### src/perr_pkg.sv
/*
  shared types, register map and timing counts for the bridge parity-error
  reporting block.
  assumes: every file names its items as perr_pkg::name, nothing is imported.
*/
package perr_pkg;

  // ****************************************
  // transaction context of one data phase
  // ****************************************
  typedef enum logic [1:0] {KIND_READ, KIND_POSTED, KIND_DELAYED} kind_e;
  typedef enum logic {DIR_DOWN, DIR_UP} dir_e;

  typedef struct packed {
    logic valid;    // a data phase completed on this bus
    kind_e kind;    // read, posted write or delayed write
    dir_e dir;      // downstream or upstream
    logic bad;      // bridge's own parity check failed on this bus
    logic src_bad;  // the forwarded data already failed parity on the other bus
  } dphase_s;

  // clocks from a data phase to its parity-error report
  localparam int unsigned PERR_LAG = 2;

  // ****************************************
  // register map (byte offsets, one word each)
  // ****************************************
  localparam logic [3:0] OFS_CTRL = 4'h0;
  localparam logic [3:0] OFS_STATUS = 4'h4;
  localparam logic [3:0] OFS_CLEAR = 4'h8;
  localparam logic [3:0] OFS_IRQ_EN = 4'hc;

  localparam int unsigned CTRL_W = 3;
  localparam int unsigned CTRL_PRI_RESP_BIT = 0;
  localparam int unsigned CTRL_SEC_RESP_BIT = 1;
  localparam int unsigned CTRL_SERR_EN_BIT = 2;
  localparam logic [CTRL_W-1:0] CTRL_RESET = 3'h0;

  localparam int unsigned STAT_W = 4;
  localparam int unsigned ST_SIG_SERR_BIT = 0;
  localparam int unsigned ST_SEC_MDP_BIT = 1;
  localparam int unsigned ST_PRI_PERR_BIT = 2;
  localparam int unsigned ST_SEC_PERR_BIT = 3;
  localparam logic [STAT_W-1:0] IRQ_EN_RESET = 4'h0;

  // ****************************************
  // helpers
  // ****************************************
  // context match on kind and direction for a completed phase
  function automatic logic is_phase(input dphase_s ph, input kind_e k, input dir_e d);
    is_phase = ph.valid && (ph.kind == k) && (ph.dir == d);
  endfunction : is_phase

  // any write kind (posted or delayed) in the given direction
  function automatic logic is_write(input dphase_s ph, input dir_e d);
    is_write = ph.valid && (ph.kind != KIND_READ) && (ph.dir == d);
  endfunction : is_write

endpackage : perr_pkg

### src/dphase_if.sv
/*
  carrier between the top module and its data-phase delay lines.
  assumes: one feeder and one delay line per bus, same clock.
*/
`timescale 1ns/10ps
interface dphase_if;
  perr_pkg::dphase_s in_ph;  // phase context at completion
  perr_pkg::dphase_s early;  // one clock before the report slot
  perr_pkg::dphase_s late;   // in the report slot
  modport feed (output in_ph, input early, input late);
  modport pipe (input in_ph, output early, output late);
endinterface : dphase_if

### src/dphase_pipe.sv
/*
  delay line carrying a data-phase context to the clock of its parity report.
  assumes: clk_i is the bus clock, rstn_i asynchronous active low.
*/
`timescale 1ns/10ps
module dphase_pipe #(
  parameter int unsigned DEPTH = perr_pkg::PERR_LAG
) (
  input wire logic clk_i,
  input wire logic rstn_i,
  dphase_if.pipe ph
);

  // the report needs a slot before it to register the outputs
  if (DEPTH < 2) begin : g_bad_depth
    $error("dphase_pipe needs DEPTH of at least 2");
  end

  typedef struct packed {
    perr_pkg::dphase_s [DEPTH-1:0] stage;
  } pipe_s;

  pipe_s state_ff;
  pipe_s nxt_state;

  // shift the context one slot per clock
  always_comb begin
    nxt_state = state_ff;
    nxt_state.stage[0] = ph.in_ph;
    for (int i = 1; i < DEPTH; i++) begin
      nxt_state.stage[i] = state_ff.stage[i-1];
    end
  end

  // register the whole state
  always_ff @(posedge clk_i or negedge rstn_i) begin
    if (!rstn_i) begin
      state_ff <= '0;
    end else begin
      state_ff <= nxt_state;
    end
  end

  assign ph.early = state_ff.stage[DEPTH-2];
  assign ph.late = state_ff.stage[DEPTH-1];

endmodule : dphase_pipe

### src/sticky_status.sv
/*
  sticky event flags with write-one-to-clear and a gated level interrupt.
  assumes: set and clear are single-clock pulses in the clk_i domain.
*/
`timescale 1ns/10ps
module sticky_status #(
  parameter int unsigned WIDTH = perr_pkg::STAT_W
) (
  input wire logic clk_i,
  input wire logic rstn_i,
  input wire logic [WIDTH-1:0] set_i,
  input wire logic [WIDTH-1:0] clr_i,
  input wire logic [WIDTH-1:0] en_i,
  output logic [WIDTH-1:0] status_o,
  output logic irq_o
);

  if (WIDTH < 1) begin : g_bad_width
    $error("sticky_status needs WIDTH of at least 1");
  end

  typedef struct packed {
    logic [WIDTH-1:0] flags;
    logic irq;
  } sticky_s;

  sticky_s state_ff;
  sticky_s nxt_state;

  // set wins over clear so no event is lost in the clearing clock
  always_comb begin
    nxt_state = state_ff;
    nxt_state.flags = (state_ff.flags & ~clr_i) | set_i;
    nxt_state.irq = |(nxt_state.flags & en_i);
  end

  always_ff @(posedge clk_i or negedge rstn_i) begin
    if (!rstn_i) begin
      state_ff <= '0;
    end else begin
      state_ff <= nxt_state;
    end
  end

  assign status_o = state_ff.flags;
  assign irq_o = state_ff.irq;

endmodule : sticky_status

### src/bridge_parity_error_reporting.sv
/*
  parity-error reporting of a two-port bus bridge: drives the primary and
  secondary parity-error pins and the primary system-error pin for data
  parity errors, with an avalon-mm register slave and a level interrupt.
  assumes: both buses and the register bus share clk_i; the transaction
  engine reports each completed data phase with its context as one pulse,
  and its own parity verdict on that data in the same clock.
*/
`timescale 1ns/10ps

module bridge_parity_error_reporting (
  input wire logic clk_i,
  input wire logic rstn_i,
  // register slave
  input wire logic [3:0] address_i,
  input wire logic read_i,
  input wire logic write_i,
  input wire logic [31:0] writedata_i,
  input wire logic [3:0] byteenable_i,
  output logic [31:0] readdata_o,
  output logic waitrequest_o,
  output logic irq_o,
  // primary bus data phase reports
  input wire logic pri_dphase_i,
  input wire perr_pkg::kind_e pri_kind_i,
  input wire perr_pkg::dir_e pri_dir_i,
  input wire logic pri_bad_i,
  input wire logic pri_src_bad_i,
  // secondary bus data phase reports
  input wire logic sec_dphase_i,
  input wire perr_pkg::kind_e sec_kind_i,
  input wire perr_pkg::dir_e sec_dir_i,
  input wire logic sec_bad_i,
  input wire logic sec_src_bad_i,
  // parity and system error pins
  input wire logic primary_parity_err_n_i,
  output logic primary_parity_err_n_o,
  output logic primary_parity_err_oe_o,
  input wire logic secondary_parity_err_n_i,
  output logic secondary_parity_err_n_o,
  output logic secondary_parity_err_oe_o,
  output logic primary_system_err_n_o,
  output logic primary_system_err_oe_o,
  output logic [perr_pkg::STAT_W-1:0] status_o
);

  // ****************************************
  // state
  // ****************************************
  typedef struct packed {
    logic [perr_pkg::CTRL_W-1:0] ctrl;
    logic [perr_pkg::STAT_W-1:0] irq_en;
    logic [31:0] rdata;
    logic wait_n;        // waitrequest: high except in the answering clock
    logic pri_drive;     // primary pin pulled low
    logic pri_park;      // primary pin driven high after a report
    logic sec_drive;
    logic sec_park;
    logic serr_drive;    // system-error pin pulled low
    logic dw_down_pend;  // secondary target reported error on a downstream delayed write
    logic dw_up_pend;    // primary target reported error on an upstream delayed write
  } top_s;

  top_s state_ff;
  top_s nxt_state;

  dphase_if pri_ph ();
  dphase_if sec_ph ();

  logic [perr_pkg::STAT_W-1:0] stat_set;
  logic [perr_pkg::STAT_W-1:0] stat_clr;
  logic [perr_pkg::STAT_W-1:0] stat_q;
  logic irq_q;

  // ****************************************
  // delay lines aligning context with the report slot
  // ****************************************
  assign pri_ph.in_ph = '{valid: pri_dphase_i, kind: pri_kind_i, dir: pri_dir_i,
                          bad: pri_bad_i, src_bad: pri_src_bad_i};
  assign sec_ph.in_ph = '{valid: sec_dphase_i, kind: sec_kind_i, dir: sec_dir_i,
                          bad: sec_bad_i, src_bad: sec_src_bad_i};

  dphase_pipe #(
    .DEPTH(perr_pkg::PERR_LAG)
  ) u_pri_pipe (
    .clk_i(clk_i),
    .rstn_i(rstn_i),
    .ph(pri_ph.pipe)
  );

  dphase_pipe #(
    .DEPTH(perr_pkg::PERR_LAG)
  ) u_sec_pipe (
    .clk_i(clk_i),
    .rstn_i(rstn_i),
    .ph(sec_ph.pipe)
  );

  // ****************************************
  // decisions
  // ****************************************
  logic pri_en;
  logic sec_en;
  logic serr_en;
  logic pri_own;
  logic sec_own;
  logic pri_fwd;
  logic sec_fwd;
  logic down_dw_seen;
  logic up_dw_seen;
  logic serr_hit;
  logic sec_mdp_hit;
  logic bus_take;
  logic byte0_wr;

  assign pri_en = state_ff.ctrl[perr_pkg::CTRL_PRI_RESP_BIT];
  assign sec_en = state_ff.ctrl[perr_pkg::CTRL_SEC_RESP_BIT];
  assign serr_en = state_ff.ctrl[perr_pkg::CTRL_SERR_EN_BIT];

  // own primary error only as write target or read initiator there
  assign pri_own = pri_ph.early.bad &&
                   (perr_pkg::is_phase(pri_ph.early, perr_pkg::KIND_READ, perr_pkg::DIR_UP) ||
                    perr_pkg::is_write(pri_ph.early, perr_pkg::DIR_DOWN));
  // forwarded report: delayed write completes on primary after secondary flagged it
  assign pri_fwd = perr_pkg::is_phase(pri_ph.early, perr_pkg::KIND_DELAYED, perr_pkg::DIR_DOWN) &&
                   (state_ff.dw_down_pend || down_dw_seen) && sec_en;

  // own secondary error only as write target or read initiator there
  assign sec_own = sec_ph.early.bad &&
                   (perr_pkg::is_phase(sec_ph.early, perr_pkg::KIND_READ, perr_pkg::DIR_DOWN) ||
                    perr_pkg::is_write(sec_ph.early, perr_pkg::DIR_UP));
  // upstream delayed write: primary target flagged it, report on secondary
  assign sec_fwd = perr_pkg::is_phase(sec_ph.early, perr_pkg::KIND_DELAYED, perr_pkg::DIR_UP) &&
                   (state_ff.dw_up_pend || up_dw_seen) && pri_en;

  // far-side target reports sampled in the report slot of a delayed write
  assign down_dw_seen = !secondary_parity_err_n_i &&
                        perr_pkg::is_phase(sec_ph.late, perr_pkg::KIND_DELAYED, perr_pkg::DIR_DOWN);
  assign up_dw_seen = !primary_parity_err_n_i &&
                      perr_pkg::is_phase(pri_ph.late, perr_pkg::KIND_DELAYED, perr_pkg::DIR_UP);

  // posted write reported bad by the destination target, not seen at intake
  assign serr_hit = serr_en && pri_en && sec_en &&
                    ((!primary_parity_err_n_i && !pri_ph.late.src_bad &&
                      perr_pkg::is_phase(pri_ph.late, perr_pkg::KIND_POSTED, perr_pkg::DIR_UP)) ||
                     (!secondary_parity_err_n_i && !sec_ph.late.src_bad &&
                      perr_pkg::is_phase(sec_ph.late, perr_pkg::KIND_POSTED, perr_pkg::DIR_DOWN)));

  // bridge mastering the secondary bus sees an error there
  assign sec_mdp_hit = sec_en && sec_ph.late.valid && (sec_ph.late.dir == perr_pkg::DIR_DOWN) &&
                       ((sec_ph.late.kind == perr_pkg::KIND_READ) ? sec_ph.late.bad
                                                                   : !secondary_parity_err_n_i);

  // request completes in the clock the slave answers
  assign bus_take = (read_i || write_i) && !state_ff.wait_n;
  assign byte0_wr = write_i && bus_take && byteenable_i[0];

  // ****************************************
  // next state
  // ****************************************
  always_comb begin
    nxt_state = state_ff;

    // parity pins: pull low in the report slot, then drive high one clock; system error only pulls low, one slot later
    nxt_state.pri_drive = pri_en && (pri_own || pri_fwd);
    nxt_state.pri_park = state_ff.pri_drive;
    nxt_state.sec_drive = sec_en && (sec_own || sec_fwd);
    nxt_state.sec_park = state_ff.sec_drive;
    nxt_state.serr_drive = serr_hit;

    // pending delayed-write reports: consumed by the completion, set wins
    if (pri_fwd) begin
      nxt_state.dw_down_pend = 1'b0;
    end
    if (down_dw_seen) begin
      nxt_state.dw_down_pend = 1'b1;
    end
    if (sec_fwd) begin
      nxt_state.dw_up_pend = 1'b0;
    end
    if (up_dw_seen) begin
      nxt_state.dw_up_pend = 1'b1;
    end

    // one wait clock, then the answer clock
    nxt_state.wait_n = !((read_i || write_i) && state_ff.wait_n);

    // register writes take effect only in the answer clock
    if (byte0_wr) begin
      if (address_i == perr_pkg::OFS_CTRL) begin
        nxt_state.ctrl = writedata_i[perr_pkg::CTRL_W-1:0];
      end else if (address_i == perr_pkg::OFS_IRQ_EN) begin
        nxt_state.irq_en = writedata_i[perr_pkg::STAT_W-1:0];
      end
    end

    // read data loaded with the answer; unmapped and write-only read zero
    if (read_i && state_ff.wait_n) begin
      if (address_i == perr_pkg::OFS_CTRL) begin
        nxt_state.rdata = {{(32-perr_pkg::CTRL_W){1'b0}}, state_ff.ctrl};
      end else if (address_i == perr_pkg::OFS_STATUS) begin
        nxt_state.rdata = {{(32-perr_pkg::STAT_W){1'b0}}, stat_q};
      end else if (address_i == perr_pkg::OFS_IRQ_EN) begin
        nxt_state.rdata = {{(32-perr_pkg::STAT_W){1'b0}}, state_ff.irq_en};
      end else begin
        nxt_state.rdata = 32'h0000_0000;
      end
    end
  end

  // ****************************************
  // registers
  // ****************************************
  always_ff @(posedge clk_i or negedge rstn_i) begin
    if (!rstn_i) begin
      state_ff <= '{ctrl: perr_pkg::CTRL_RESET, irq_en: perr_pkg::IRQ_EN_RESET,
                    rdata: 32'h0000_0000, wait_n: 1'b1, default: 1'b0};
    end else begin
      state_ff <= nxt_state;
    end
  end

  // ****************************************
  // status flags and interrupt
  // ****************************************
  // signaled system error rises with the pin itself
  always_comb begin
    stat_set = '0;
    stat_set[perr_pkg::ST_SIG_SERR_BIT] = serr_hit;
    stat_set[perr_pkg::ST_SEC_MDP_BIT] = sec_mdp_hit;
    stat_set[perr_pkg::ST_PRI_PERR_BIT] = nxt_state.pri_drive;
    stat_set[perr_pkg::ST_SEC_PERR_BIT] = nxt_state.sec_drive;
  end

  // write-one-to-clear through the clear register
  assign stat_clr = (byte0_wr && (address_i == perr_pkg::OFS_CLEAR)) ?
                    writedata_i[perr_pkg::STAT_W-1:0] : '0;

  sticky_status #(
    .WIDTH(perr_pkg::STAT_W)
  ) u_status (
    .clk_i(clk_i),
    .rstn_i(rstn_i),
    .set_i(stat_set),
    .clr_i(stat_clr),
    .en_i(state_ff.irq_en),
    .status_o(stat_q),
    .irq_o(irq_q)
  );

  // ****************************************
  // outputs, all from flops
  // ****************************************
  assign readdata_o = state_ff.rdata;
  assign waitrequest_o = state_ff.wait_n;
  assign irq_o = irq_q;
  assign status_o = stat_q;
  assign primary_parity_err_n_o = !state_ff.pri_drive;
  assign primary_parity_err_oe_o = state_ff.pri_drive || state_ff.pri_park;
  assign secondary_parity_err_n_o = !state_ff.sec_drive;
  assign secondary_parity_err_oe_o = state_ff.sec_drive || state_ff.sec_park;
  // open-drain: only ever pulls low, never drives high
  assign primary_system_err_n_o = !state_ff.serr_drive;
  assign primary_system_err_oe_o = state_ff.serr_drive;

endmodule : bridge_parity_error_reporting

### config.mk
export PLATFORM = sky130hd
export DESIGN_NAME = bridge_parity_error_reporting
export DESIGN_NICKNAME = d
export VERILOG_FILES = /design/src/perr_pkg.sv /design/src/dphase_if.sv /design/src/dphase_pipe.sv /design/src/sticky_status.sv /design/src/bridge_parity_error_reporting.sv
export SDC_FILE = /design/constraint.sdc
export NUM_CORES = 1
export LEC_CHECK = 0
export BUFFER_PORTS_ARGS = -buffer_cell sky130_fd_sc_hd__buf_2
export CORE_UTILIZATION = 48
export DETAILED_ROUTE_END_ITERATION = 16
export GPL_TIMING_DRIVEN = 0
export PLACE_DENSITY = 0.87
export SYNTH_ARGS = -nofsm -noshare
export SYNTH_HDL_FRONTEND = slang
export SYNTH_SLANG_ARGS = --single-unit
### constraint.sdc
create_clock -name clk_i -period 4.75 [get_ports clk_i]
set_input_delay 0.95 -clock clk_i [delete_from_list [all_inputs] [get_ports clk_i]]
set_output_delay 0.95 -clock clk_i [all_outputs]
set_load 0.05 [all_outputs]
==> results.txt <==
hold-fix buffer count after cts: 0
horizontal die dimension: 66.7 µm
total cell area at the placement stage: 2370 µm²
area taken by flip-flops and latches: 1180 µm²
number of synthesized flops with an enable pin: 0
die footprint: 4450 µm²
number of remaining DRC errors: 0
detailed placement HPWL: 2540 µm
number of CTS-inserted buffers: 5
Netlist cell types: 36
skew final: 0.00722 ns
total routing usage reported by global routing: 16.3%
Worst Path Required: 4.99 ns
via count: 1338
cell with the most instances after synthesis: sky130_fd_sc_hd__dfrtp_1
Cell Area, Synth: 2010 µm²
kind of path behind the tightest hold check: reg2reg
H-tree level count: 2
pin slew with the least headroom to its limit: 1.01 ns
Primary FF master, synth: sky130_fd_sc_hd__dfrtp_1
internal power: 0.602 mW
critical path capture point type: register
maximum ir drop on the vdd rail: 0.000235 V
critical path class: in2reg
FF+latch count, synth: 47
Fillers: 330
core region area: 4000 µm²
Max Fclk: 457 MHz
Ys Warns: 0
headroom to the max-slew limit: 33.0%
Mapped Cells: 166
number of rows created at floorplan: 23
power density over cell area: 363 nW/µm²
share of synthesized flip-flops with an asynchronous set or reset: 100%
final cell count without fillers: 291
Mapped Avg Cell Area: 12.1 µm²
unrepaired setup endpoints after global routing: false
TritonCTS clock tree: yes
setup ws final: 2.56 ns
Clk Latency, worst-skew pair: 0.30 ns
final non-filler cell area: 2460 µm²
leading post-synthesis cells by instance count: sky130_fd_sc_hd__dfrtp_1 (46), sky130_fd_sc_hd__buf_4 (32), sky130_fd_sc_hd__nand3_1 (12)
largest cells by area after synthesis: sky130_fd_sc_hd__dfrtp_1 (57%), sky130_fd_sc_hd__buf_4 (12%), sky130_fd_sc_hd__mux2_2 (4.5%)
routability congestion estimate from global placement: 0.789
CP arrival: 2.43 ns
Starting Density: 50.2%
CTS resizes: 0
number of buffer cells added on primary ports: 40
nets: 298
setup repair bufs after CTS: 0
per-cell routed wire length: 11.3 µm
Gate power share: 22.7%
cell type with the highest aggregate area in the netlist: sky130_fd_sc_hd__dfrtp_1
multi-input gate area in the final layout: 651 µm²
die outline height: 66.7 µm
Final ANT Viol Nets: 0
sequential power share: 51.6%
switching power as a share of total power: 32.6%
Synth top area share: 57.3%
cell at the root of the clock tree: sky130_fd_sc_hd__clkbuf_8
fraction of final layout cells sized beyond drive strength 1: 39.0%
gr ovfl total: 0
power share of the clock group: 25.7%
nature of the critical path startpoint: input pin
share of synthesized area occupied by flip-flops and latches: 58.6%
leak pwr: 1.27 nW
number of antenna violations at the first check in global routing: 0
pre-CTS setup slack: 2.24 ns
number of placed cells counting well taps: 283
wire length reported by the detailed router: 3290 µm
result of the run: finished, final reports clean
Avg Vias per Cell: 4.60
largest fanout on the critical path: 2
antenna diode instance count: 0
Total Neg Setup Slack: 0 ns
drt first pass iters: 4
Setup violations, final: 0
P&R area growth vs syn: 22.4%
top-level I/O count: 102
maximum number of pins on one net before global-route repair: 48
clock-pin slew reported for the worst setup and hold paths after clock tree synthesis: 0.08 ns
Final Max Slew Viols: 0
first-pass GRT wire length: 5220 µm
Clock Sink Count: 47
Iter 0 DRT Violations: 70
Max Buffers Root-to-Sink: 2
total net switching power: 0.291 mW
count of maximum capacitance violations: 0
final worst path period need: 2.19 ns
crit share post-route: 46.1%
final hold violations: 0
via count of the first global-routing pass: 1197
[sequential cells by signal, summed over array words and instances, names as in the netlist]
name and flops:
u_status.irq_o 1, state_ff 8, nxt_state 2, u_status.status_o 4, primary_system_err_oe_o 1, u_pri_pipe.ph.late 5, sec_en 1, pri_en 1
waitrequest_o 1, u_sec_pipe.ph.late 6, readdata_o 4, serr_en 1, u_pri_pipe.ph.early 6, u_sec_pipe.ph.early 6
[critical path: stages]
cell and delay (ns):
sky130_fd_sc_hd__buf_2 0.11, sky130_fd_sc_hd__nor3b_1 0.23, sky130_fd_sc_hd__and3b_1 0.23, sky130_fd_sc_hd__nor2_1 0.06, sky130_fd_sc_hd__o311ai_0 0.58, sky130_fd_sc_hd__a221o_1 0.27
[power groups by stage]
stage	sequential (mW)	clock, mW	combinational, mW
final	0.461	0.229	0.203
after global routing	0.465	0.248	0.219
after CTS	0.461	0.234	0.205
after detailed placement	0.469	0	0.204
after global placement	0.466	0	0.201
after floorplan	0.496	0	0.127
[cell usage in the layout, fill, tap and decap left out, drive strengths merged, types with 2 or more instances in the layout]
cell type  synthesis  final
buf               34     74
dfrtp             46     46
conb               1     28
nand3             12     12
nor2               9      9
mux2               8      8
o21ai              7      7
clkbuf             1      7
inv                6      6
nand4              4      4
and3b              4      4
nand2              4      4
a22o               4      4
nor3b              3      3
mux2i              3      3
or2                2      2
[final cells by class]
| cell class | count | share of cell area [%] |
|---|---|---|
| Sequential cell | 47 | 47.9 |
| Timing Repair Buffer | 40 | 8.14 |
| Buffer | 35 | 10.6 |
| Tap cell | 50 | 2.54 |
| Clock inverter | 2 | 0.509 |
| Multi-Input combinational cell | 105 | 26.5 |
| Inverter | 6 | 0.916 |
| Clock buffer | 6 | 2.95 |
[cells by family after synthesis]
group | count (synthesis) | synth area share [%]
AOI/OAI and AO/OA | 22 | 7.97
xor gates and xnor gates | 2 | 0.872
buffers and inverters | 41 | 14.1
DFF | 47 | 58.6
muxes | 11 | 5.98
other | 1 | 0.187
and+or+nand+nor | 42 | 12.3
[metal layers]
layer  GRT usage, %  share of wire, %  up-vias
li1               -                 -      664
met5              0                 0        -
met4           4.79              0.70        0
met3           5.31               7.4        3
met1           19.9                41      623
met2           27.4                51       48
[metrics by stage]
step                      utilization (%)  hold WS (ns)  power (mW)
after floorplan                         -         0.331       0.623
after global placement               59.3         0.332       0.667
after detailed placement             59.3         0.335       0.673
after CTS                            61.5         0.353       0.899
after global routing                 61.5         0.363       0.933
final                                61.5         0.353       0.893
[path summary, 6_finish.rpt]
check / cells after the start / slack [ns] / end / from
max: 6 / 2.56 / u_status.irq_o / secondary_parity_err_n_i
min: 0 / 0.35 / u_sec_pipe.ph.late[0] / u_sec_pipe.ph.early[0]
max reg2reg: 5 / 2.92 / u_status.irq_o / u_sec_pipe.ph.late[2]
min reg2reg: 0 / 0.35 / u_sec_pipe.ph.late[0] / u_sec_pipe.ph.early[0]
max in group asynchronous: 1 / 3.30 / state_ff[1] / rstn_i
min in group asynchronous: 1 / 0.83 / u_pri_pipe.ph.early[1] / rstn_i
(Power assumes the default switching activity.)
